[src/logic/cfp_pkg.sv]
// Package for the charge fault and power mode controller.
// Assumes a single 100 MHz clock domain and an APB register bus.
package cfp_pkg;
  // Bus address map, byte addresses of 32-bit words.
  localparam logic [7:0] CFP_ADDR_CTRL = 8'h00;
  localparam logic [7:0] CFP_ADDR_OCCAP = 8'h04;
  localparam logic [7:0] CFP_ADDR_OCREC = 8'h08;
  localparam logic [7:0] CFP_ADDR_FCLIM = 8'h0c;
  localparam logic [7:0] CFP_ADDR_PCLIM = 8'h10;
  localparam logic [7:0] CFP_ADDR_CURTH = 8'h14;
  localparam logic [7:0] CFP_ADDR_SLEEP = 8'h18;
  localparam logic [7:0] CFP_ADDR_TEMP = 8'h1c;
  localparam logic [7:0] CFP_ADDR_STATUS = 8'h20;
  localparam logic [7:0] CFP_ADDR_TIMERS = 8'h24;
  // Control register bit positions.
  localparam int CFP_B_NR = 0;
  localparam int CFP_B_KEEPCHG = 1;
  localparam int CFP_B_SLEEPEN = 2;
  localparam int CFP_B_XOC = 3;
  localparam int CFP_B_XFC = 4;
  localparam int CFP_B_XPC = 5;
  localparam int CFP_B_ZV0 = 6;
  localparam int CFP_B_SLPCMD = 8;
  // Reset values of configuration.
  localparam logic [15:0] CFP_RST_OCCAP = 16'd300;
  localparam logic [15:0] CFP_RST_OCREC = 16'd2;
  localparam logic [15:0] CFP_RST_FCLIM = 16'd10800;
  localparam logic [15:0] CFP_RST_PCLIM = 16'd3600;
  localparam logic [15:0] CFP_RST_CHGTH = 16'd100;
  localparam logic [15:0] CFP_RST_DSGTH = 16'd100;
  localparam logic [7:0] CFP_RST_SLPCUR = 8'd10;
  localparam logic [7:0] CFP_RST_SLPVT = 8'd5;
  localparam logic [7:0] CFP_RST_SLPIT = 8'd20;
  localparam logic [7:0] CFP_RST_BUSLOW = 8'd5;
  localparam logic [15:0] CFP_RST_TLOW = 16'd450;
  localparam logic [15:0] CFP_RST_THIGH = 16'd50;
  localparam logic [7:0] CFP_RST_CTRL = 8'h04;
  // One-second tick derived from the clock.
  localparam int CFP_CLK_HZ = 100000000;
  localparam int CFP_TICK_S = 1;
  localparam int CFP_TICK_CYC = CFP_CLK_HZ * CFP_TICK_S;
  // Power modes.
  typedef enum logic [1:0] {
    CFP_NORMAL = 2'b00,
    CFP_MEASURE = 2'b01,
    CFP_SLEEP = 2'b11
  } cfp_mode_t;
endpackage

[src/logic/cfp_ctrl.sv]
// Charge fault supervisor and power mode controller with APB registers.
// Assumes measurement values are signed mA/mAh/0.1C, synchronous to sys_clk.
//
// Operation
// RULE1 - Overcharge flag after margin capacity added
// RULE2 - Overcharge action: charge FETs off, alarms
// RULE3 - Overcharge recovery by presence sequence or discharge
// RULE4 - Overcharge recovery when charge below clear
// RULE5 - Recovery restores FETs, clears alarms, flag
// RULE6 - Charge current starts both charge timers
// RULE7 - Fast timer holds on pause, expiry
// RULE8 - Fast timer clears on discharge or sequence (code clears it on discharge only)
// RULE9 - Fast timeout sets flag, optional FET action
// RULE10 - Fast timeout recovery restores charging outputs
// RULE11 - Precharge timer holds on pause, not precharging
// RULE12 - Precharge timeout sets flag, optional action
// RULE13 - Precharge timeout recovery like fast timeout
// RULE14 - Measure once per second in normal
// RULE15 - Bias, sample presence, set inserted bit
// RULE16 - Discharge fault flag follows overcurrent flags
// RULE17 - Sleep measures at voltage, current intervals
// RULE18 - Sleep entry by idle bus or command
// RULE19 - Sleep blocked by faults, timers, zero intervals
// RULE20 - Sleep entry turns off selected FETs
// RULE21 - Auto-calibration on sleep unless temperature inhibits
// RULE22 - Leave sleep on current, bus, flags, presence
// RULE23 - All second timers from one tick
//
// The implementer's own choices: the APB interface to the registers and the register offsets.
`timescale 1ns/10ps
module cfp_ctrl #(
  parameter int TICK_CYC = cfp_pkg::CFP_TICK_CYC
) (
  input wire logic sys_clk,
  input wire logic srst,
  input wire logic psel,
  input wire logic penable,
  input wire logic pwrite,
  input wire logic [7:0] paddr,
  input wire logic [31:0] pwdata,
  output logic [31:0] prdata,
  output logic pready,
  output logic pslverr,
  input wire logic signed [15:0] meas_current,
  input wire logic signed [15:0] meas_temp,
  input wire logic [15:0] remaining_cap,
  input wire logic [15:0] full_charge_cap,
  input wire logic [7:0] relative_state_of_charge,
  input wire logic [7:0] fc_clear_pct,
  input wire logic pulse_pause_flag,
  input wire logic fast_charging_flag,
  input wire logic precharging_flag,
  input wire logic discharging,
  input wire logic [3:0] dsg_oc_flags,
  input wire logic [3:0] other_safety_flags,
  input wire logic prot_timer_active,
  input wire logic smb_clk_in,
  input wire logic smb_data_in,
  input wire logic pack_inserted_input,
  input wire logic algo_chg_fet,
  input wire logic algo_dsg_fet,
  input wire logic algo_zv_fet,
  output logic presence_bias_output,
  output logic chg_fet,
  output logic dsg_fet,
  output logic zero_volt_charge_fet,
  output logic charge_req_zero,
  output logic terminate_charge_alarm,
  output logic overcharged_alarm,
  output logic full_charged_clear,
  output logic terminate_discharge_alarm,
  output logic discharge_current_fault_flag,
  output logic overcharge_flag,
  output logic fast_charge_timeout_flag,
  output logic precharge_timeout_flag,
  output logic pack_inserted,
  output logic meas_strobe,
  output logic meas_current_strobe,
  output logic autocal_start,
  output cfp_pkg::cfp_mode_t power_mode
);
  import cfp_pkg::*;

  initial begin
    if (TICK_CYC < 2) $error("TICK_CYC must be at least 2");
  end

  //////////////////////////////////////////////////////////////////////////////
  // Register bus. Zero wait states; unmapped addresses answer with pslverr.
  logic [7:0] ctrl_q;
  logic [15:0] occap_q, ocrec_q, fclim_q, pclim_q, chgth_q, dsgth_q, tlow_q, thigh_q;
  logic [7:0] slpcur_q, slpvt_q, slpit_q, buslow_q;
  logic slpcmd_q;
  wire wr = psel && penable && pwrite;
  wire hit = (paddr <= CFP_ADDR_TIMERS) && (paddr[1:0] == 2'b00);
  wire no_removal_option = ctrl_q[CFP_B_NR];
  wire keep_charge_fet_in_sleep = ctrl_q[CFP_B_KEEPCHG];
  wire sleep_en = ctrl_q[CFP_B_SLEEPEN];
  wire overcharge_fet_action_enable = ctrl_q[CFP_B_XOC];
  wire fast_timeout_fet_action_enable = ctrl_q[CFP_B_XFC];
  wire precharge_timeout_fet_action_enable = ctrl_q[CFP_B_XPC];
  wire zero_volt_fet_mode = ctrl_q[CFP_B_ZV0];
  assign pready = 1'b1;
  assign pslverr = psel && penable && !hit;

  // Configuration writes; the sleep command bit self-clears once consumed.
  always_ff @(posedge sys_clk) begin
    if (srst) begin
      ctrl_q <= CFP_RST_CTRL;
      occap_q <= CFP_RST_OCCAP;
      ocrec_q <= CFP_RST_OCREC;
      fclim_q <= CFP_RST_FCLIM;
      pclim_q <= CFP_RST_PCLIM;
      chgth_q <= CFP_RST_CHGTH;
      dsgth_q <= CFP_RST_DSGTH;
      slpcur_q <= CFP_RST_SLPCUR;
      slpvt_q <= CFP_RST_SLPVT;
      slpit_q <= CFP_RST_SLPIT;
      buslow_q <= CFP_RST_BUSLOW;
      tlow_q <= CFP_RST_TLOW;
      thigh_q <= CFP_RST_THIGH;
      slpcmd_q <= 1'b0;
    end else begin
      if (wr && paddr == CFP_ADDR_CTRL) begin
        ctrl_q <= pwdata[7:0];
      end
      if (wr && paddr == CFP_ADDR_OCCAP) occap_q <= pwdata[15:0];
      if (wr && paddr == CFP_ADDR_OCREC) ocrec_q <= pwdata[15:0];
      if (wr && paddr == CFP_ADDR_FCLIM) fclim_q <= pwdata[15:0];
      if (wr && paddr == CFP_ADDR_PCLIM) pclim_q <= pwdata[15:0];
      if (wr && paddr == CFP_ADDR_CURTH) begin
        chgth_q <= pwdata[15:0];
        dsgth_q <= pwdata[31:16];
      end
      if (wr && paddr == CFP_ADDR_SLEEP) begin
        slpcur_q <= pwdata[7:0];
        slpvt_q <= pwdata[15:8];
        slpit_q <= pwdata[23:16];
        buslow_q <= pwdata[31:24];
      end
      if (wr && paddr == CFP_ADDR_TEMP) begin
        tlow_q <= pwdata[15:0];
        thigh_q <= pwdata[31:16];
      end
      if (wr && paddr == CFP_ADDR_CTRL && pwdata[CFP_B_SLPCMD]) begin
        slpcmd_q <= 1'b1;
      end else if (power_mode == CFP_SLEEP || !sleep_en) begin
        slpcmd_q <= 1'b0;
      end
    end
  end

  //////////////////////////////////////////////////////////////////////////////
  // One-second tick shared by every second-based timer.
  logic [31:0] tick_cnt_q;
  logic [7:0] sec_v_q, sec_i_q, bus_low_q;
  logic tick;
  assign tick = (tick_cnt_q == 32'(TICK_CYC - 1)); // RULE23
  always_ff @(posedge sys_clk) begin
    if (srst || tick) tick_cnt_q <= 32'h0;
    else tick_cnt_q <= tick_cnt_q + 32'h1;
  end

  //////////////////////////////////////////////////////////////////////////////
  // Measurement scheduling and presence sampling.
  wire cur_pos = meas_current > 16'sh0000;
  wire cur_zero = meas_current == 16'sh0000;
  wire [15:0] cur_abs = meas_current[15] ? 16'(-meas_current) : meas_current;
  wire slp_int_zero = (slpvt_q == 8'h00) || (slpit_q == 8'h00);
  wire in_sleep = power_mode == CFP_SLEEP;
  wire v_due = in_sleep && tick && (sec_v_q + 8'h1 >= slpvt_q); // RULE17
  wire i_due = in_sleep && tick && (sec_i_q + 8'h1 >= slpit_q); // RULE17
  wire meas_now = (!in_sleep && tick) || v_due || i_due; // RULE14
  always_ff @(posedge sys_clk) begin
    if (srst) begin
      meas_strobe <= 1'b0;
      meas_current_strobe <= 1'b0;
      presence_bias_output <= 1'b0;
      sec_v_q <= 8'h00;
      sec_i_q <= 8'h00;
    end else begin
      meas_strobe <= meas_now; // RULE14
      meas_current_strobe <= (!in_sleep && tick) || i_due; // RULE17
      presence_bias_output <= meas_now && !no_removal_option; // RULE15
      if (!in_sleep || v_due) sec_v_q <= 8'h00;
      else if (tick) sec_v_q <= sec_v_q + 8'h1;
      if (!in_sleep || i_due) sec_i_q <= 8'h00;
      else if (tick) sec_i_q <= sec_i_q + 8'h1;
    end
  end

  // Sample one cycle after the bias goes high so the pin has settled.
  logic pack_inserted_input_lo_q, seq_hi_q, pack_inserted_input_seq;
  wire sample = presence_bias_output && !no_removal_option;
  assign pack_inserted_input_seq = sample && !pack_inserted_input && seq_hi_q && pack_inserted_input_lo_q;
  always_ff @(posedge sys_clk) begin
    if (srst) begin
      pack_inserted <= 1'b0;
      pack_inserted_input_lo_q <= 1'b0;
      seq_hi_q <= 1'b0;
    end else if (sample) begin
      pack_inserted <= !pack_inserted_input; // RULE15
      if (!pack_inserted_input && !seq_hi_q) pack_inserted_input_lo_q <= 1'b1;
      if (pack_inserted_input && pack_inserted_input_lo_q) seq_hi_q <= 1'b1;
      if (pack_inserted_input_seq) seq_hi_q <= 1'b0;
    end
  end
  wire seq_nr0 = pack_inserted_input_seq && !no_removal_option;

  //////////////////////////////////////////////////////////////////////////////
  // Overcharge detection and continuous discharge accounting (mA added per second).
  logic [31:0] oc_acc_q, dsg_acc_q;
  wire over_full = remaining_cap > full_charge_cap;
  wire dsg_done = (dsg_acc_q >= {16'h0, ocrec_q});
  always_ff @(posedge sys_clk) begin
    if (srst) begin
      oc_acc_q <= 32'h0;
      dsg_acc_q <= 32'h0;
    end else if (overcharge_flag && oc_rec) begin
      oc_acc_q <= 32'h0; // RULE5
    end else if (tick) begin
      if (over_full && cur_pos) oc_acc_q <= oc_acc_q + {16'h0, meas_current};
      else if (!over_full) oc_acc_q <= 32'h0;
      if (meas_current <= 16'sh0000) dsg_acc_q <= dsg_acc_q + {16'h0, cur_abs};
      else dsg_acc_q <= 32'h0;
    end
  end
  // Accumulator is in mA-seconds; 3600 of them make one mAh.
  wire oc_hit = (occap_q != 16'h0) && (oc_acc_q >= {16'h0, occap_q} * 32'd3600); // RULE1
  wire oc_rec = (no_removal_option ? (meas_current <= 16'sh0000 && dsg_done) : seq_nr0) // RULE3
    || (relative_state_of_charge <= fc_clear_pct); // RULE4

  //////////////////////////////////////////////////////////////////////////////
  // Fast-charge and precharge timers.
  logic [15:0] fc_tmr_q, pc_tmr_q;
  logic tmr_run_q;
  wire fc_exp = (fclim_q != 16'h0) && (fc_tmr_q >= fclim_q);
  wire pc_exp = (pclim_q != 16'h0) && (pc_tmr_q >= pclim_q);
  wire fc_hold = pulse_pause_flag || !fast_charging_flag || discharging || fc_exp; // RULE7
  wire pc_hold = pulse_pause_flag || !precharging_flag || pc_exp; // RULE11
  wire fc_clr = dsg_done || (no_removal_option && pack_inserted_input_seq); // RULE8
  wire to_rec = (meas_current >= -$signed(dsgth_q)) || seq_nr0;
  always_ff @(posedge sys_clk) begin
    if (srst) begin
      tmr_run_q <= 1'b0;
      fc_tmr_q <= 16'h0;
      pc_tmr_q <= 16'h0;
    end else begin
      if (meas_current >= $signed(chgth_q)) tmr_run_q <= 1'b1; // RULE6
      if (fc_clr) fc_tmr_q <= 16'h0; // RULE8
      else if (tick && tmr_run_q && !fc_hold) fc_tmr_q <= fc_tmr_q + 16'h1;
      if (tick && tmr_run_q && !pc_hold) pc_tmr_q <= pc_tmr_q + 16'h1;
      else if (precharge_timeout_flag && to_rec) pc_tmr_q <= 16'h0;
    end
  end

  //////////////////////////////////////////////////////////////////////////////
  // Fault flags. Detection wins over a recovery in the same cycle.
  wire fc_act = fast_charge_timeout_flag && fast_timeout_fet_action_enable;
  wire pc_act = precharge_timeout_flag && precharge_timeout_fet_action_enable;
  wire oc_act = overcharge_flag && overcharge_fet_action_enable;
  wire any_dsg_oc = |dsg_oc_flags;
  always_ff @(posedge sys_clk) begin
    if (srst) begin
      overcharge_flag <= 1'b0;
      fast_charge_timeout_flag <= 1'b0;
      precharge_timeout_flag <= 1'b0;
      discharge_current_fault_flag <= 1'b0;
      terminate_discharge_alarm <= 1'b0;
      full_charged_clear <= 1'b0;
    end else begin
      if (oc_hit) overcharge_flag <= 1'b1; // RULE1
      else if (oc_rec) overcharge_flag <= 1'b0; // RULE5
      if (fc_exp) fast_charge_timeout_flag <= 1'b1; // RULE9
      else if (to_rec) fast_charge_timeout_flag <= 1'b0; // RULE10
      if (pc_exp) precharge_timeout_flag <= 1'b1; // RULE12
      else if (to_rec) precharge_timeout_flag <= 1'b0; // RULE13
      full_charged_clear <= overcharge_flag && !oc_hit && oc_rec; // RULE5
      discharge_current_fault_flag <= any_dsg_oc; // RULE16
      if (any_dsg_oc) terminate_discharge_alarm <= 1'b1;
      else terminate_discharge_alarm <= 1'b0; // RULE16
    end
  end
  // Fault outputs derive from the flags so recovery restores the algorithm state.
  assign terminate_charge_alarm = oc_act || fc_act || pc_act; // RULE2 RULE9 RULE12
  assign overcharged_alarm = oc_act; // RULE2
  assign charge_req_zero = oc_act || fc_act || pc_act; // RULE2 RULE9 RULE12

  //////////////////////////////////////////////////////////////////////////////
  // Power mode and sleep control.
  always_ff @(posedge sys_clk) begin
    if (srst || smb_clk_in || smb_data_in) bus_low_q <= 8'h00;
    else if (tick && bus_low_q != 8'hff) bus_low_q <= bus_low_q + 8'h1;
  end
  logic [3:0] flags_q;
  wire [3:0] flags_now = {overcharge_flag, fast_charge_timeout_flag,
    precharge_timeout_flag, discharge_current_fault_flag};
  wire idle_ok = (cur_abs <= {8'h0, slpcur_q}) && (bus_low_q >= buslow_q);
  wire cmd_ok = slpcmd_q && !cur_pos && (cur_abs < {8'h0, slpcur_q});
  wire blocked = any_dsg_oc || (|other_safety_flags) || prot_timer_active
    || fc_tmr_q != 16'h0 && !fc_exp || slp_int_zero; // RULE19
  wire enter = sleep_en && (idle_ok || cmd_ok)
    && (no_removal_option || !pack_inserted) && !blocked; // RULE18
  wire wake = !cur_zero || smb_clk_in || smb_data_in || (flags_q != flags_now)
    || (!no_removal_option && sample && !pack_inserted_input); // RULE22
  wire cal_inhibit = (meas_temp <= $signed(tlow_q)) && (meas_temp >= $signed(thigh_q));
  always_ff @(posedge sys_clk) begin
    if (srst) begin
      power_mode <= CFP_NORMAL;
      autocal_start <= 1'b0;
      flags_q <= 4'h0;
    end else begin
      flags_q <= flags_now;
      autocal_start <= 1'b0;
      case (power_mode)
        CFP_NORMAL: begin
          if (enter) begin
            power_mode <= CFP_SLEEP;
            autocal_start <= !cal_inhibit; // RULE21
          end
        end
        CFP_SLEEP: begin
          if (wake) power_mode <= CFP_NORMAL; // RULE22
        end
        default: power_mode <= CFP_NORMAL;
      endcase
    end
  end

  // FET drive: algorithm request gated by sleep, and for the charge FETs also by faults.
  wire slp_chg_off = in_sleep && (!no_removal_option || !keep_charge_fet_in_sleep); // RULE20
  assign chg_fet = algo_chg_fet && !charge_req_zero && !slp_chg_off; // RULE2 RULE5
  assign dsg_fet = algo_dsg_fet && !(in_sleep && !no_removal_option); // RULE20
  assign zero_volt_charge_fet = algo_zv_fet
    && !(zero_volt_fet_mode && (charge_req_zero || in_sleep)); // RULE2 RULE20

  //////////////////////////////////////////////////////////////////////////////
  // Read data mux.
  always_comb begin
    prdata = 32'h0;
    case (paddr)
      CFP_ADDR_CTRL: prdata = {23'h0, slpcmd_q, ctrl_q};
      CFP_ADDR_OCCAP: prdata = {16'h0, occap_q};
      CFP_ADDR_OCREC: prdata = {16'h0, ocrec_q};
      CFP_ADDR_FCLIM: prdata = {16'h0, fclim_q};
      CFP_ADDR_PCLIM: prdata = {16'h0, pclim_q};
      CFP_ADDR_CURTH: prdata = {dsgth_q, chgth_q};
      CFP_ADDR_SLEEP: prdata = {buslow_q, slpit_q, slpvt_q, slpcur_q};
      CFP_ADDR_TEMP: prdata = {thigh_q, tlow_q};
      CFP_ADDR_STATUS: prdata = {22'h0, power_mode, pack_inserted, terminate_discharge_alarm,
        overcharged_alarm, terminate_charge_alarm, flags_now};
      CFP_ADDR_TIMERS: prdata = {pc_tmr_q, fc_tmr_q};
      default: prdata = 32'h0;
    endcase
  end
endmodule

[config.mk]
export PLATFORM = sky130hd
export DESIGN_NAME = cfp_ctrl
export DESIGN_NICKNAME = d
export VERILOG_FILES = /design/src/logic/cfp_pkg.sv /design/src/logic/cfp_ctrl.sv
export SDC_FILE = /design/constraint.sdc
export NUM_CORES = 1
export LEC_CHECK = 0
export ABC_CLOCK_PERIOD_IN_PS = 17150
export BUFFER_PORTS_ARGS = -buffer_cell sky130_fd_sc_hd__buf_4
export CAP_MARGIN = 20
export CORE_UTILIZATION = 48
export DETAILED_ROUTE_END_ITERATION = 6
export PLACE_DENSITY = 0.62
export SKIP_LAST_GASP = 1
export SYNTH_ARGS = -nofsm -noshare
export SYNTH_HDL_FRONTEND = slang
export SYNTH_SLANG_ARGS = --single-unit
[constraint.sdc]
create_clock -name sys_clk -period 17.15 [get_ports sys_clk]
set_clock_uncertainty 0.2 [all_clocks]
set_input_delay 0.8575 -clock sys_clk [delete_from_list [all_inputs] [get_ports sys_clk]]
set_output_delay 0.8575 -clock sys_clk [all_outputs]
set_load 0.005 [all_outputs]
Yosys cells after proc, flatten, opt, wreduce, memory -nomap -nowiden --
Index checks and enable logic that the tools add are counted.
Storage, ports and cells: register bits 341, latch bits 0, memory bits (writable) 0, bits in read-only memories 0, memories kept 0
Operators by class: $add $sub $neg 10, multiply operators 1, divide/modulo/power cells 0, $lt $le $gt $ge 18, equality and inequality tests 16, shift-type cells 0, mux-type cells 21, bitwise gates (word level) 3, reductions and logical operators 141
Operators by type and width (count):
- $pmux 32 s10 | 1
- $mux 32 | 3
- $ge 16x16->1 | 5
- $add 32x16->32 | 2
- $reduce_bool 16->1 | 4
- $logic_and 1x1->1 | 59
- $mux 16 | 3
- $add 16x1->16 const B | 2
- $add 32x1->32 const B | 1
- $eq 32x27->1 const B | 1
- $eq 8x5->1 const B | 4
- $ge 32x16->1 | 1
- $ge 32x28->1 | 1
- $logic_or 1x1->1 | 32
- $neg 16->16 | 2
- $add 8x1->8 const B | 3
- $ge 8x8->1 | 3
- $logic_not 8->1 | 3
- $mul 16x8->24 const B | 1
- $logic_not 1->1 | 22
- $eq 8x4->1 const B | 2
- $eq 8x6->1 const B | 2
- $gt 16x1->1 const B | 1
- $gt 16x16->1 | 1
- other kinds (23) | 51

Depth between registers and ports, before layout --
Gate-level depths: netlist (run 1).
depth after elaboration 11, gate-level depth with buffers 24, depth with buffers taken out 24

Worst setup path before layout (run 1) --
OpenSTA, ideal clock, no wires.
path kind reg-to-reg, start point reg occap_q[1], end point reg overcharge_flag, arrival 5.478 ns, setup slack 11.415 ns, stages on the path, launching flop included 24, buffers on the path 0, cell sequence dfxtp_1 > inv_1 > fa_1 > inv_1 > ha_1 > fa_1 > ha_1 > fa_1 > a211oi_1 > o21ai_0 > a31oi_1 > nor2b_1 > o21a_1 > nor4_1 > nor3_1 > a221o_1 > a21oi_1 > xnor2_1 > ha_1 > nand4_1 > or2_2 > a41oi_1 > a21o_1 > o21ba_2
Between the ends: longest elaborated chain between the ends 4, elaborated cells between the ends (all ways) 6
RTL lines:
- from (decl) | RTL line cfp_ctrl.sv:91 | logic [15:0] occap_q, ocrec_q, fclim_q, pclim_q, chgth_q, dsgth_q, tlow_q, thigh_q;
- from (signal assigned) | RTL line cfp_ctrl.sv:127 | if (wr && paddr == CFP_ADDR_OCCAP) occap_q <= pwdata[15:0];
- $mul 16x8->24 | RTL line cfp_ctrl.sv:229 | wire oc_hit = (occap_q != 16'h0) && (oc_acc_q >= {16'h0, occap_q} * 32'd3600);
- $ge 32x28->1 | RTL line cfp_ctrl.sv:229
- $logic_and 1x1->1 * | RTL line cfp_ctrl.sv:229
- $mux 1 or $reduce_bool 2->1 (tied branches)
- to (signal assigned) | RTL line cfp_ctrl.sv:265 | overcharge_flag <= 1'b0;
- to (signal assigned) | RTL line cfp_ctrl.sv:272 | if (oc_hit) overcharge_flag <= 1'b1;
- to (signal assigned) | RTL line cfp_ctrl.sv:273 | else if (oc_rec) overcharge_flag <= 1'b0;
- to (decl) | RTL line cfp_ctrl.sv:73 | output logic overcharge_flag,
Every way passes the cells marked *; elsewhere a longest branch is shown, timed or not. A chain may end at the register's enable or synchronous reset.

Worst setup path after layout (run 1) --
Same ends and word-level chain as after synthesis.

==> key figures, run 1 <==
Route
  – DRC: 0
  – Total Wirelength: 75300 um
  – Vias: between 20000 and 25000
  – Routed Antenna Nets: 0
  – Iteration-0 DRC Markers: 1645
  – Drt pass-1 iters: 6
  – Drt wl/cell: between 20 and 25 um
  – Via/cell ratio: 5.76

Yosys
  – Yosys cell types: 88
  – Synthesized area: 23200 sq um
  – Main synth FF type: dfxtp_1
  – Top cells by area, synth: dfxtp_1 29%, ha_1 16%, nand2_1 7.9%, a21oi_1 5.4%, xor2_1 4.0%
  – Asr flop ratio synth: 0%
  – Ys Warns: 0
  – Synthesis-stage register bit count: 339
  – Mapped Cells: 2905
  – Area share of the largest cell type after synthesis: 29.3%
  – Area leader, netlist: dfxtp_1
  – Syn avg cell area: 7.98 sq um
  – Post-synth EDFFs: 0
  – Post-Syn Nets: 3377
  – Seq/Total Area, Yosys: 29.3%

Die
  – Die Area: 49200 sq um
  – Starting density of the core: 48.6%
  – Die Y: 222 um
  – DIE WIDTH: 222 um
  – Core Area: 47600 sq um
  – # IOs: about 200
  – Std cell rows: 80

Timing
  – RSZ-0062 raised after global routing: no
  – Final hold violations: 0
  – Final Cycle Share: 36.6%
  – Worst slew pin tran: 1.13 ns
  – Fin. max-slew vios: 0
  – Final setup viols: 0
  – Fmax: between 150 and 200 MHz
  – Slack of the critical path: 10.87 ns
  – Fin Setup TNS: 0 ns
  – Tmin final: 6.28 ns
  – Slew headroom: 24.3%

Clock tree
  – Clock network latency to the later pin of the worst-skew pair: 0.59 ns
  – Clock Tree Root: clkbuf_16
  – H-Tree Depth: 2
  – CTS clk-pin slew, worst paths: 0.06 ns
  – Num Clock Sinks: 339
  – Post-CTS Setup Inserts: 0
  – TritonCTS buffer count: 40
  – CTS-repair resized insts: 0
  – CTS tree: yes
  – Max clock buf depth: 3
  – CTS Hold Buffers Added: 0

Global route
  – Pin count of the biggest net entering global routing: 90
  – Total grt overflow: 0
  – First-pass GRT wire length: 116000 um
  – Vias in the first global route: just over 20000
  – GRT Total Usage: 30.2%
  – Initial antenna violation count: 0

Setup path
  – Critical path type: flip-flop to flip-flop
  – Peak fanout along the critical path: 5
  – Worst Setup SP: occap_q[1]
  – Worst setup SP type: flip-flop
  – Reg2Reg Depth: 23
  – CP Capture Point: overcharge_flag
  – Setup crit end kind: flip-flop
  – Reg2reg start: occap_q[1]
  – Reg2Reg Setup Slack: 10.87 ns
  – R2R Path End: overcharge_flag
  – CP arrival: between 6 and 7 ns
  – Critical Path RT: 17.48 ns

Place
  – Pre-CTS WS: around 11 ns
  – Routability cong.: 0.949
  – Post-detail-place hpwl: 57400 um
  – Number of port buffers: around 200

Flow run
  – Max_cap viols: 0

Outcome
  – Status: finished, final reports clean

Finish
  – Final net count: ~3500
  – Layout cells sized above 1: 10.3%
  – Area grow syn2layout: 14.3%
  – Ant. Diodes: 0

Worst hold path
  – Hold WC Path Type: flip-flop to flip-flop
  – Hold Crit Start: tick_cnt_q[0]

Power and ir drop
  – Pleak: 11.5 nW
  – Power Density: 68.8 nW/um^2
  – Peak supply drop: between 0.06 and 0.07 mV
==> registers in the layout, indices dropped and copies added, names as in the netlist, 8 cells and up <==
name and cells:
slpvt_q 8, occap_q 16, buslow_q 8, tlow_q 16
chgth_q 16, fclim_q 16, tick_cnt_q 32, slpcur_q 8
sec_i_q 8, thigh_q 16, pclim_q 16, oc_acc_q 32
sec_v_q 8, dsgth_q 16, dsg_acc_q 32, slpit_q 8
ocrec_q 16, pc_tmr_q 16, ctrl_q 8, fc_tmr_q 16
bus_low_q 8
==> metrics by stage <==
stage | hold slack [ns] | util, % | cells | cell area [sq um] | total power, mW
global placement | 0.241 | 52.6 | 3614 | 25100 | 0.934
global route | 0.278 | 55.6 | 3689 | 26500 | 1.88
floorplan | 0.226 | - | 2905 | 23200 | 0.876
CTS | 0.258 | 55.6 | 3688 | 26500 | 1.84
detailed placement | 0.249 | 52.7 | 3617 | 25100 | 0.937
finish | 0.258 | 55.6 | 3689 | 26500 | 1.82
==> worst min-delay path by stage <==
stage          depth (start not counted)       endpoint  slack, ns
2_1_floorplan                          1  tick_cnt_q[0]       0.23
3_3_place_gp                           1  tick_cnt_q[0]       0.24
3_5_place_dp                           1  tick_cnt_q[0]       0.25
4_1_cts                                2      ctrl_q[7]       0.26
5_1_grt                                1  tick_cnt_q[0]       0.28
6_report                               1  tick_cnt_q[0]       0.26
==> worst max-delay path: stages, from the launching register on <==
cell      delay, ns
dfxtp_1        0.43
inv_1          0.13
fa_1           0.55
inv_1          0.05
ha_1           0.30
fa_1           0.46
ha_1           0.36
fa_1           0.49
a211oi_1       0.38
o21ai_0        0.16
a31oi_1        0.27
nor2b_1        0.08
o21a_1         0.19
nor4_1         0.18
nor3_1         0.15
a221o_1        0.33
a21oi_1        0.17
xnor2_1        0.09
ha_1           0.30
nand4_1        0.12
or2_2          0.31
a41oi_1        0.30
a21o_1         0.12
o21ba_2        0.11
==> logic make-up after synthesis <==
family	share of synthesized area [%]
compound gates	16.9
xor+xnor	6.76
fa+ha+maj	18.5
buf+inv	5.72
flops	29.3
mux	0.130
other cells	0.0162
simple gates	22.7
==> routing by layer <==
| layer | global-route usage, % | vias to the layer above | wire length [um] |
|---|---|---|---|
| met1 | 38.4 | 9981 | 32400 |
| met4 | 14.6 | 0 | 3770 |
| met2 | 50.0 | 695 | 34600 |
| li1 | - | 10400 | - |
| met3 | 4.51 | 184 | 4540 |
| met5 | 0 | - | 0 |
==> final cells by class <==
class	instances	area, sq um
timing repair buffer	214	1650
clock buffer	52	1130
multi-input combinational	2228	15100
clock inverter	19	246
tap	615	769
sequential	339	6790
inverter	222	833
fill	4453	21100
==> cell usage in the layout (no fill, tap or decap), types with 40 or more instances in the layout <==
cell / count
xnor2_1: 73
clkbuf_16: 40
nand3b_1: 45
nor2_1: 201
xor2_1: 106
ha_1: 302
dfxtp_1: 339
nand3_1: 89
nand2_1: 486
nand4_1: 45
o21ai_0: 71
a21oi_1: 248
inv_1: 222
buf_4: 210
a22oi_1: 80
==> power breakdown <==
part,switching [mW],internal (mW)
combinational,0.0766,0.0550
sequential,0.00168,0.789
clock,0.374,0.529
total,0.452,1.37
==> synth_stat cells, types with 7 or more instances <==
master / number
and2_1: 19
o31ai_1: 7
nand4_1: 45
nor3b_1: 11
a21o_1: 36
a221oi_1: 19
a211o_1: 12
nor2_1: 206
xnor2_1: 73
and3_1: 32
nand2_1: 486
clkbuf_1: 90
a22oi_1: 80
o211ai_1: 8
inv_1: 222
nand3_1: 89
a211oi_1: 16
fa_1: 26
nand3b_1: 45
o21bai_1: 11
a22o_1: 19
xor2_1: 106
buf_4: 7
o21ai_0: 71
clkbuf_2: 8
o21a_1: 21
or3_1: 16
nor4_1: 32
nor3_1: 35
dfxtp_1: 339
ha_1: 302
nand2b_1: 27
nor2b_1: 31
a21oi_1: 248
Note: power is estimated with default switching activity, not from simulation.
==> inputs of run 2 (changes only) <==
ABC_CLOCK_PERIOD_IN_PS = 5350   (was 17150)
PLACE_DENSITY = 0.65   (was 0.62)
clock period = 5.35 ns   (was 17.15 ns; I/O delays follow)
==> run 2 against run 1 <==
The run now ends with design-rule violations, negative setup slack left. Die area stayed put. Total power grew to 3.2 times the previous value. Flip-flop and latch count stayed put. Critical path depth is 1 lower. Register-to-register slack worse by 11 ns. Sequential power grew to 3.2 times the previous value. Count of clock-buffer cells in the layout is 3 higher. Global-route usage is 0.58 points higher. Worst setup slack worse by 11 ns. Utilization is 1.8 points higher. Sequential share of layout area is 0.78 points lower.
==> key figures, run 2 (synthesis gave the netlist of run 1 again) <==
Route
  – Iteration-0 DRC Markers: 1942
  – WL met1: 31700 um
  – Drt pass-1 iters: 7
  – Top sig layer: met4
  – Vias: 22000
  – Met3 Routed Length: 5470 um
  – Drt wl/cell: 20.3 um
  – Routed Antenna Nets: 0
  – Via/cell ratio: 5.83
  – DRC: 1
  – Total Wirelength: 76700 um
  – Met2 WL: about 35000 um

Finish
  – Area grow syn2layout: 18.0%
  – Fillcell total: around 4400
  – Final core occ: 57.4%
  – Layout cells sized above 1: 12.2%
  – Final net count: roughly 3600
  – Commonest non-fill, non-tap cell in the layout: nand2_1
  – Largest regs: dsg_acc_q (32), oc_acc_q (32), tick_cnt_q (32)
  – Commonest cells after routing, fill and taps aside: 486 x nand2_1, 336 x dfxtp_1, 295 x ha_1
  – Finished Layout Cells: 3771
  – Ant. Diodes: 0

Global route
  – Initial antenna violation count: 0
  – Total grt overflow: 0
  – Vias in the first global route: 21200
  – First-pass GRT wire length: 119000 um
  – Pin count of the biggest net entering global routing: 92
  – GRT Total Usage: 30.8%

Clock tree
  – TritonCTS buffer count: 41
  – Num Clock Sinks: 339
  – CTS clk-pin slew, worst paths: 0.06 ns
  – H-Tree Depth: 2
  – CTS tree: yes
  – Clock Tree Root: clkbuf_16
  – Clock network latency to the later pin of the worst-skew pair: a little under 0.6 ns
  – Max clock buf depth: 3

Setup path
  – Setup crit end kind: flip-flop
  – Worst setup SP type: flip-flop
  – Critical path type: flip-flop to flip-flop
  – Peak fanout along the critical path: 4
  – Reg2Reg Setup Slack: -0.20 ns
  – CP arrival: 5.87 ns
  – Critical Path RT: about 5.7 ns

Timing
  – Hold slack: 0.0386 ns
  – Final hold violations: 0
  – Final setup viols: 2
  – Fin. max-slew vios: 0
  – Final Cycle Share: 104%
  – Tmin final: 5.55 ns
  – Fin Setup TNS: -0.340 ns
  – Slew headroom: 26.7%
  – RSZ-0062 raised after global routing: yes
  – Worst slew pin tran: 1.09 ns
  – Slack of the critical path: -0.196 ns
  – Fmax: 180 MHz

Die
  – DIE WIDTH: 222 um
  – Std cell rows: 80
  – # IOs: slightly below 200
  – Die Area: 49200 sq um
  – Die Y: 222 um
  – Core Area: between 40000 and 50000 sq um
  – Starting density of the core: 48.6%

Power and ir drop
  – Pleak: approximately 12 nW
  – Net Sw Frac: between 20 and 25%
  – Clock power frac: 48.9%
  – Total power: 5.84 mW
  – Share of total power in combinational logic: 7.7%
  – Peak supply drop: about 0.34 mV
  – Switching pwr: 1.46 mW
  – Sequential share of power: 43.4%
  – Int Pwr: 4.38 mW
  – Power Density: 213 nW/um^2

Place
  – Routability cong.: between 0.9 and 1
  – Post-detail-place hpwl: 58100 um
  – Placed insts: 3650
  – Number of port buffers: 195

Flow run
  – Max_cap viols: 0

Outcome
  – Failing checks: design-rule violations, negative setup slack
  – Status: finished, violations left

Worst hold path
  – Hold WC Path Type: primary input to flip-flop
-- run 2: changes by cell type in the layout (fill, tap and decap cells not counted), sizes merged --
cell         change
clkinvlp         -3
buf             +40
inv              -1
dlygate4sd3     +41
clkinv           +4
clkbuf           +3
bufinv           -2
-- run 2: routing by layer --
metal  global-route usage (%)  up-vias
met2                     51.2      834
met5                        0        -
met3                     4.64      221
li1                         -    10600
met4                     15.7        0
met1                     38.5    10400
-- run 2: area by class of cell --
type	instances	area, sq um	area share (%)
clock buffers	55	1180	4.32
clock inverters	17	175	0.641
inverters	222	833	3.05
multi-input cells	2228	15200	55.8
flip-flops and latches	339	6790	24.8
well taps	615	769	2.81
repair buffers	295	2350	8.59
-- run 2: worst paths after layout --
kind	end	cells after the start	from
setup / recovery	overcharge_flag	22	occap_q[1]
hold / removal	autocal_start	6	meas_temp[15]
setup reg to reg	overcharge_flag	22	occap_q[1]
hold reg to reg	tick_cnt_q[0]	1	tick_cnt_q[0]
-- run 2: critical path, cell delays in order, from the launching register on --
cell	delay [ns]
dfxtp_2	0.32
buf_4	0.15
fa_1	0.45
ha_4	0.27
fa_2	0.56
ha_4	0.21
fa_2	0.35
a211oi_2	0.27
o21ai_1	0.09
a31oi_1	0.20
nor2b_1	0.08
o21a_1	0.21
nor4_2	0.31
nor3_2	0.11
a221o_1	0.37
a21oi_2	0.14
xnor2_1	0.08
ha_1	0.30
nand4_1	0.10
or2_4	0.26
a41oi_4	0.25
a21o_1	0.11
o21ba_2	0.11
-- run 2: metrics by stage --
stage	area (sq um)	setup slack (ns)
3_3_place_gp	25400	-0.150
4_1_cts	27200	-0.181
2_1_floorplan	23200	0.00981
3_5_place_dp	25400	-0.258
6_report	27300	-0.196
5_1_grt	27300	-0.435
-- run 2: what timing repair did --
action | CTS | global route
hold buffers | 41 | 0
endpoints found under the setup margin | 2 | 2
buffers inserted | 5 | 1
endpoints found under the hold margin | 187 | 0
gates resized for setup | 11 | 17
pin swaps | 7 | 25
-- run 2: power groups by stage --
stage / Clock [mW] / Combinational, mW / Sequential [mW]
floorplan: 0 / 0.220 / 2.59
global placement: 0 / 0.407 / 2.59
detailed placement: 0 / 0.419 / 2.59
CTS: 2.88 / 0.444 / 2.53
global route: 2.98 / 0.488 / 2.53
finish: 2.85 / 0.450 / 2.53
==> inputs of run 3 (changes only) <==
ABC_CLOCK_PERIOD_IN_PS = 5900   (was 5350)
PLACE_DENSITY = 0.62   (was 0.65)
clock period = 5.9 ns   (was 5.35 ns; I/O delays follow)
==> run 3 against run 2 <==
The flow finishes with violations (design-rule violations). Total power is 7.4% lower. Register-to-register slack gained 0.48 ns. Via count down 0.65%. Largest cell class unchanged. Highest routed layer unchanged.
==> key figures, run 3 (synthesis gave the netlist of run 1 again) <==
Outcome
  – Status: finished, violations left
  – Failing checks: design-rule violations

Setup path
  – CP Capture Point: overcharge_flag
  – CP max stage delay: 0.51 ns
  – Peak fanout along the critical path: 4
  – Reg2Reg Depth: 24
  – Slowest-stage cell, CP: fa_1
  – Crit-path cells: inv_1 > fa_1 > inv_1 > ha_1 > fa_1 > ha_1 > ha_2 > a211oi_4 > o21ai_1 > a31oi_1 > nor2b_1 > o21a_1 > nor4_2 > nor3_2 > a21o_1 > a21oi_2 > xor2_1 > ha_1 > a21oi_2 > nor2b_1 > o21ai_1 > a41oi_2 > a21o_1 > o21ba_2
  – Worst setup SP type: flip-flop
  – Setup crit end kind: flip-flop
  – Reg2reg start: occap_q[5]
  – R2R Path End: overcharge_flag
  – Crit path buf inv count: 2
  – Critical path type: flip-flop to flip-flop
  – Critical Path Most Common Cell: ha_1
  – CP arrival: between 5 and 6 ns
  – CP top delay family: adder cells
  – Reg2Reg Setup Slack: 0.28 ns
  – WP depth: 24
  – Worst Setup SP: occap_q[5]
  – Critical Path RT: 6.17 ns

Timing
  – Tmin final: 5.62 ns
  – Fin Setup TNS: 0 ns
  – Final setup viols: 0
  – Final Cycle Share: 95.2%
  – Slew headroom: 27.4%
  – Hold slack: 0.0560 ns
  – Final hold violations: 0
  – Worst slew pin tran: 1.08 ns
  – Fin. max-slew vios: 0
  – Fmax: 178 MHz

Clock tree
  – CTS tree: yes
  – Clock Tree Root: clkbuf_16
  – CTS clk-pin slew, worst paths: 0.06 ns
  – Max clock buf depth: 3
  – Clock network latency to the later pin of the worst-skew pair: 0.58 ns
  – Num Clock Sinks: 339
  – TritonCTS buffer count: 42
  – H-Tree Depth: 2

Route
  – DRC: 1
  – Vias: 21900
  – Drt wl/cell: 20.2 um
  – Drt pass-1 iters: 7
  – Iteration-0 DRC Markers: around 1800
  – Total Wirelength: 75900 um
  – Via/cell ratio: roughly 5.8
  – Routed Antenna Nets: 0

Die
  – DIE WIDTH: 222 um
  – # IOs: 197
  – Die Area: 49200 sq um
  – Die Y: 222 um
  – Core Area: 47600 sq um
  – Std cell rows: 80
  – Starting density of the core: 48.6%

Global route
  – Vias in the first global route: 20800
  – Total grt overflow: 0
  – Pin count of the biggest net entering global routing: 94
  – First-pass GRT wire length: 117000 um
  – Initial antenna violation count: 0
  – GRT Total Usage: a little under a third

Place
  – Post-DP Area: ~25000 sq um
  – Number of port buffers: around 200
  – Routability cong.: 0.986
  – Post-detail-place hpwl: about 58000 um

Finish
  – Final core occ: 57.1%
  – Ant. Diodes: 0
  – Final net count: 3580
  – Commonest cells after routing, fill and taps aside: 486 x nand2_1, 337 x dfxtp_1, 297 x ha_1
  – Largest regs: dsg_acc_q (32), oc_acc_q (32), tick_cnt_q (32)
  – Final Cell Area: 27200 sq um
  – Area grow syn2layout: 17.4%
  – Commonest non-fill, non-tap cell in the layout: nand2_1
  – Layout cells sized above 1: 11.3%

Flow run
  – Max_cap viols: 0

Worst hold path
  – Hold WC Path Type: primary input to flip-flop

Power and ir drop
  – Power Density: 199 nW/um^2
  – Pleak: 11.8 nW
  – Peak supply drop: ~0.16 mV
  – Total power: 5.41 mW
-- run 3: report_power, final --
part	switching, mW	internal (mW)	leakage (nW)
Sequential	0.00485	2.29	2.73
Combinational	0.228	0.178	8.40
Clock	1.09	1.61	0.704
-- run 3: how the worst min path moves through the flow --
stage	start	endpoint	depth (start not counted)
after detailed placement	ctrl_q[7]	ctrl_q[7]	2
after global placement	tick_cnt_q[0]	tick_cnt_q[0]	1
final	meas_current[1]	oc_acc_q[1]	4
after CTS	meas_current[13]	power_mode[0]	4
after floorplan	pwdata[18]	dsgth_q[2]	2
after global routing	meas_current[14]	power_mode[0]	4
-- run 3: final cells by class --
class | count | area [sq um]
clock buffers | 57 | 1200
clock inverters | 18 | 240
fillers | 4423 | 20400
inverters | 222 | 833
multi-input cells | 2228 | 15200
flip-flops and latches | 339 | 6790
well taps | 615 | 769
repair buffers | 275 | 2210
-- run 3: timing repair --
| action | 4_1_cts | 5_1_grt |
|---|---|---|
| endpoints found under the setup margin | 2 | 2 |
| hold buffers | 40 | 0 |
| resized for setup | 2 | 17 |
| hold endpoints to repair | 187 | 0 |
| pin swaps | 0 | 8 |
| buffers inserted | 0 | 2 |
-- run 3: metrics by stage --
| stage | instances | worst slack, ns |
|---|---|---|
| floorplan | 2905 | 0.165 |
| global placement | 3634 | 0.00436 |
| detailed placement | 3636 | -0.0712 |
| CTS | 3751 | 0.0492 |
| global route | 3754 | -0.0301 |
| finish | 3754 | 0.284 |
-- run 3: per-layer routing --
| layer | up-vias | GRT usage (%) | wire [um] |
|---|---|---|---|
| li1 | 10500 | - | - |
| met1 | 10300 | 38.4 | 32200 |
| met2 | 804 | 49.6 | 34500 |
| met3 | 205 | 3.84 | 4720 |
| met4 | 0 | 16.9 | 4450 |
| met5 | - | 0 | 0 |
-- run 3: worst reg2reg max path: stages (launching register included) --
cell      delay, ns
dfxtp_1        0.41
inv_1          0.16
fa_1           0.51
inv_1          0.04
ha_1           0.30
fa_1           0.46
ha_1           0.31
ha_2           0.23
a211oi_4       0.25
o21ai_1        0.11
a31oi_1        0.23
nor2b_1        0.07
o21a_1         0.19
nor4_2         0.30
nor3_2         0.09
a21o_1         0.19
a21oi_2        0.16
xor2_1         0.17
ha_1           0.27
a21oi_2        0.14
nor2b_1        0.05
o21ai_1        0.14
a41oi_2        0.16
a21o_1         0.17
o21ba_2        0.19
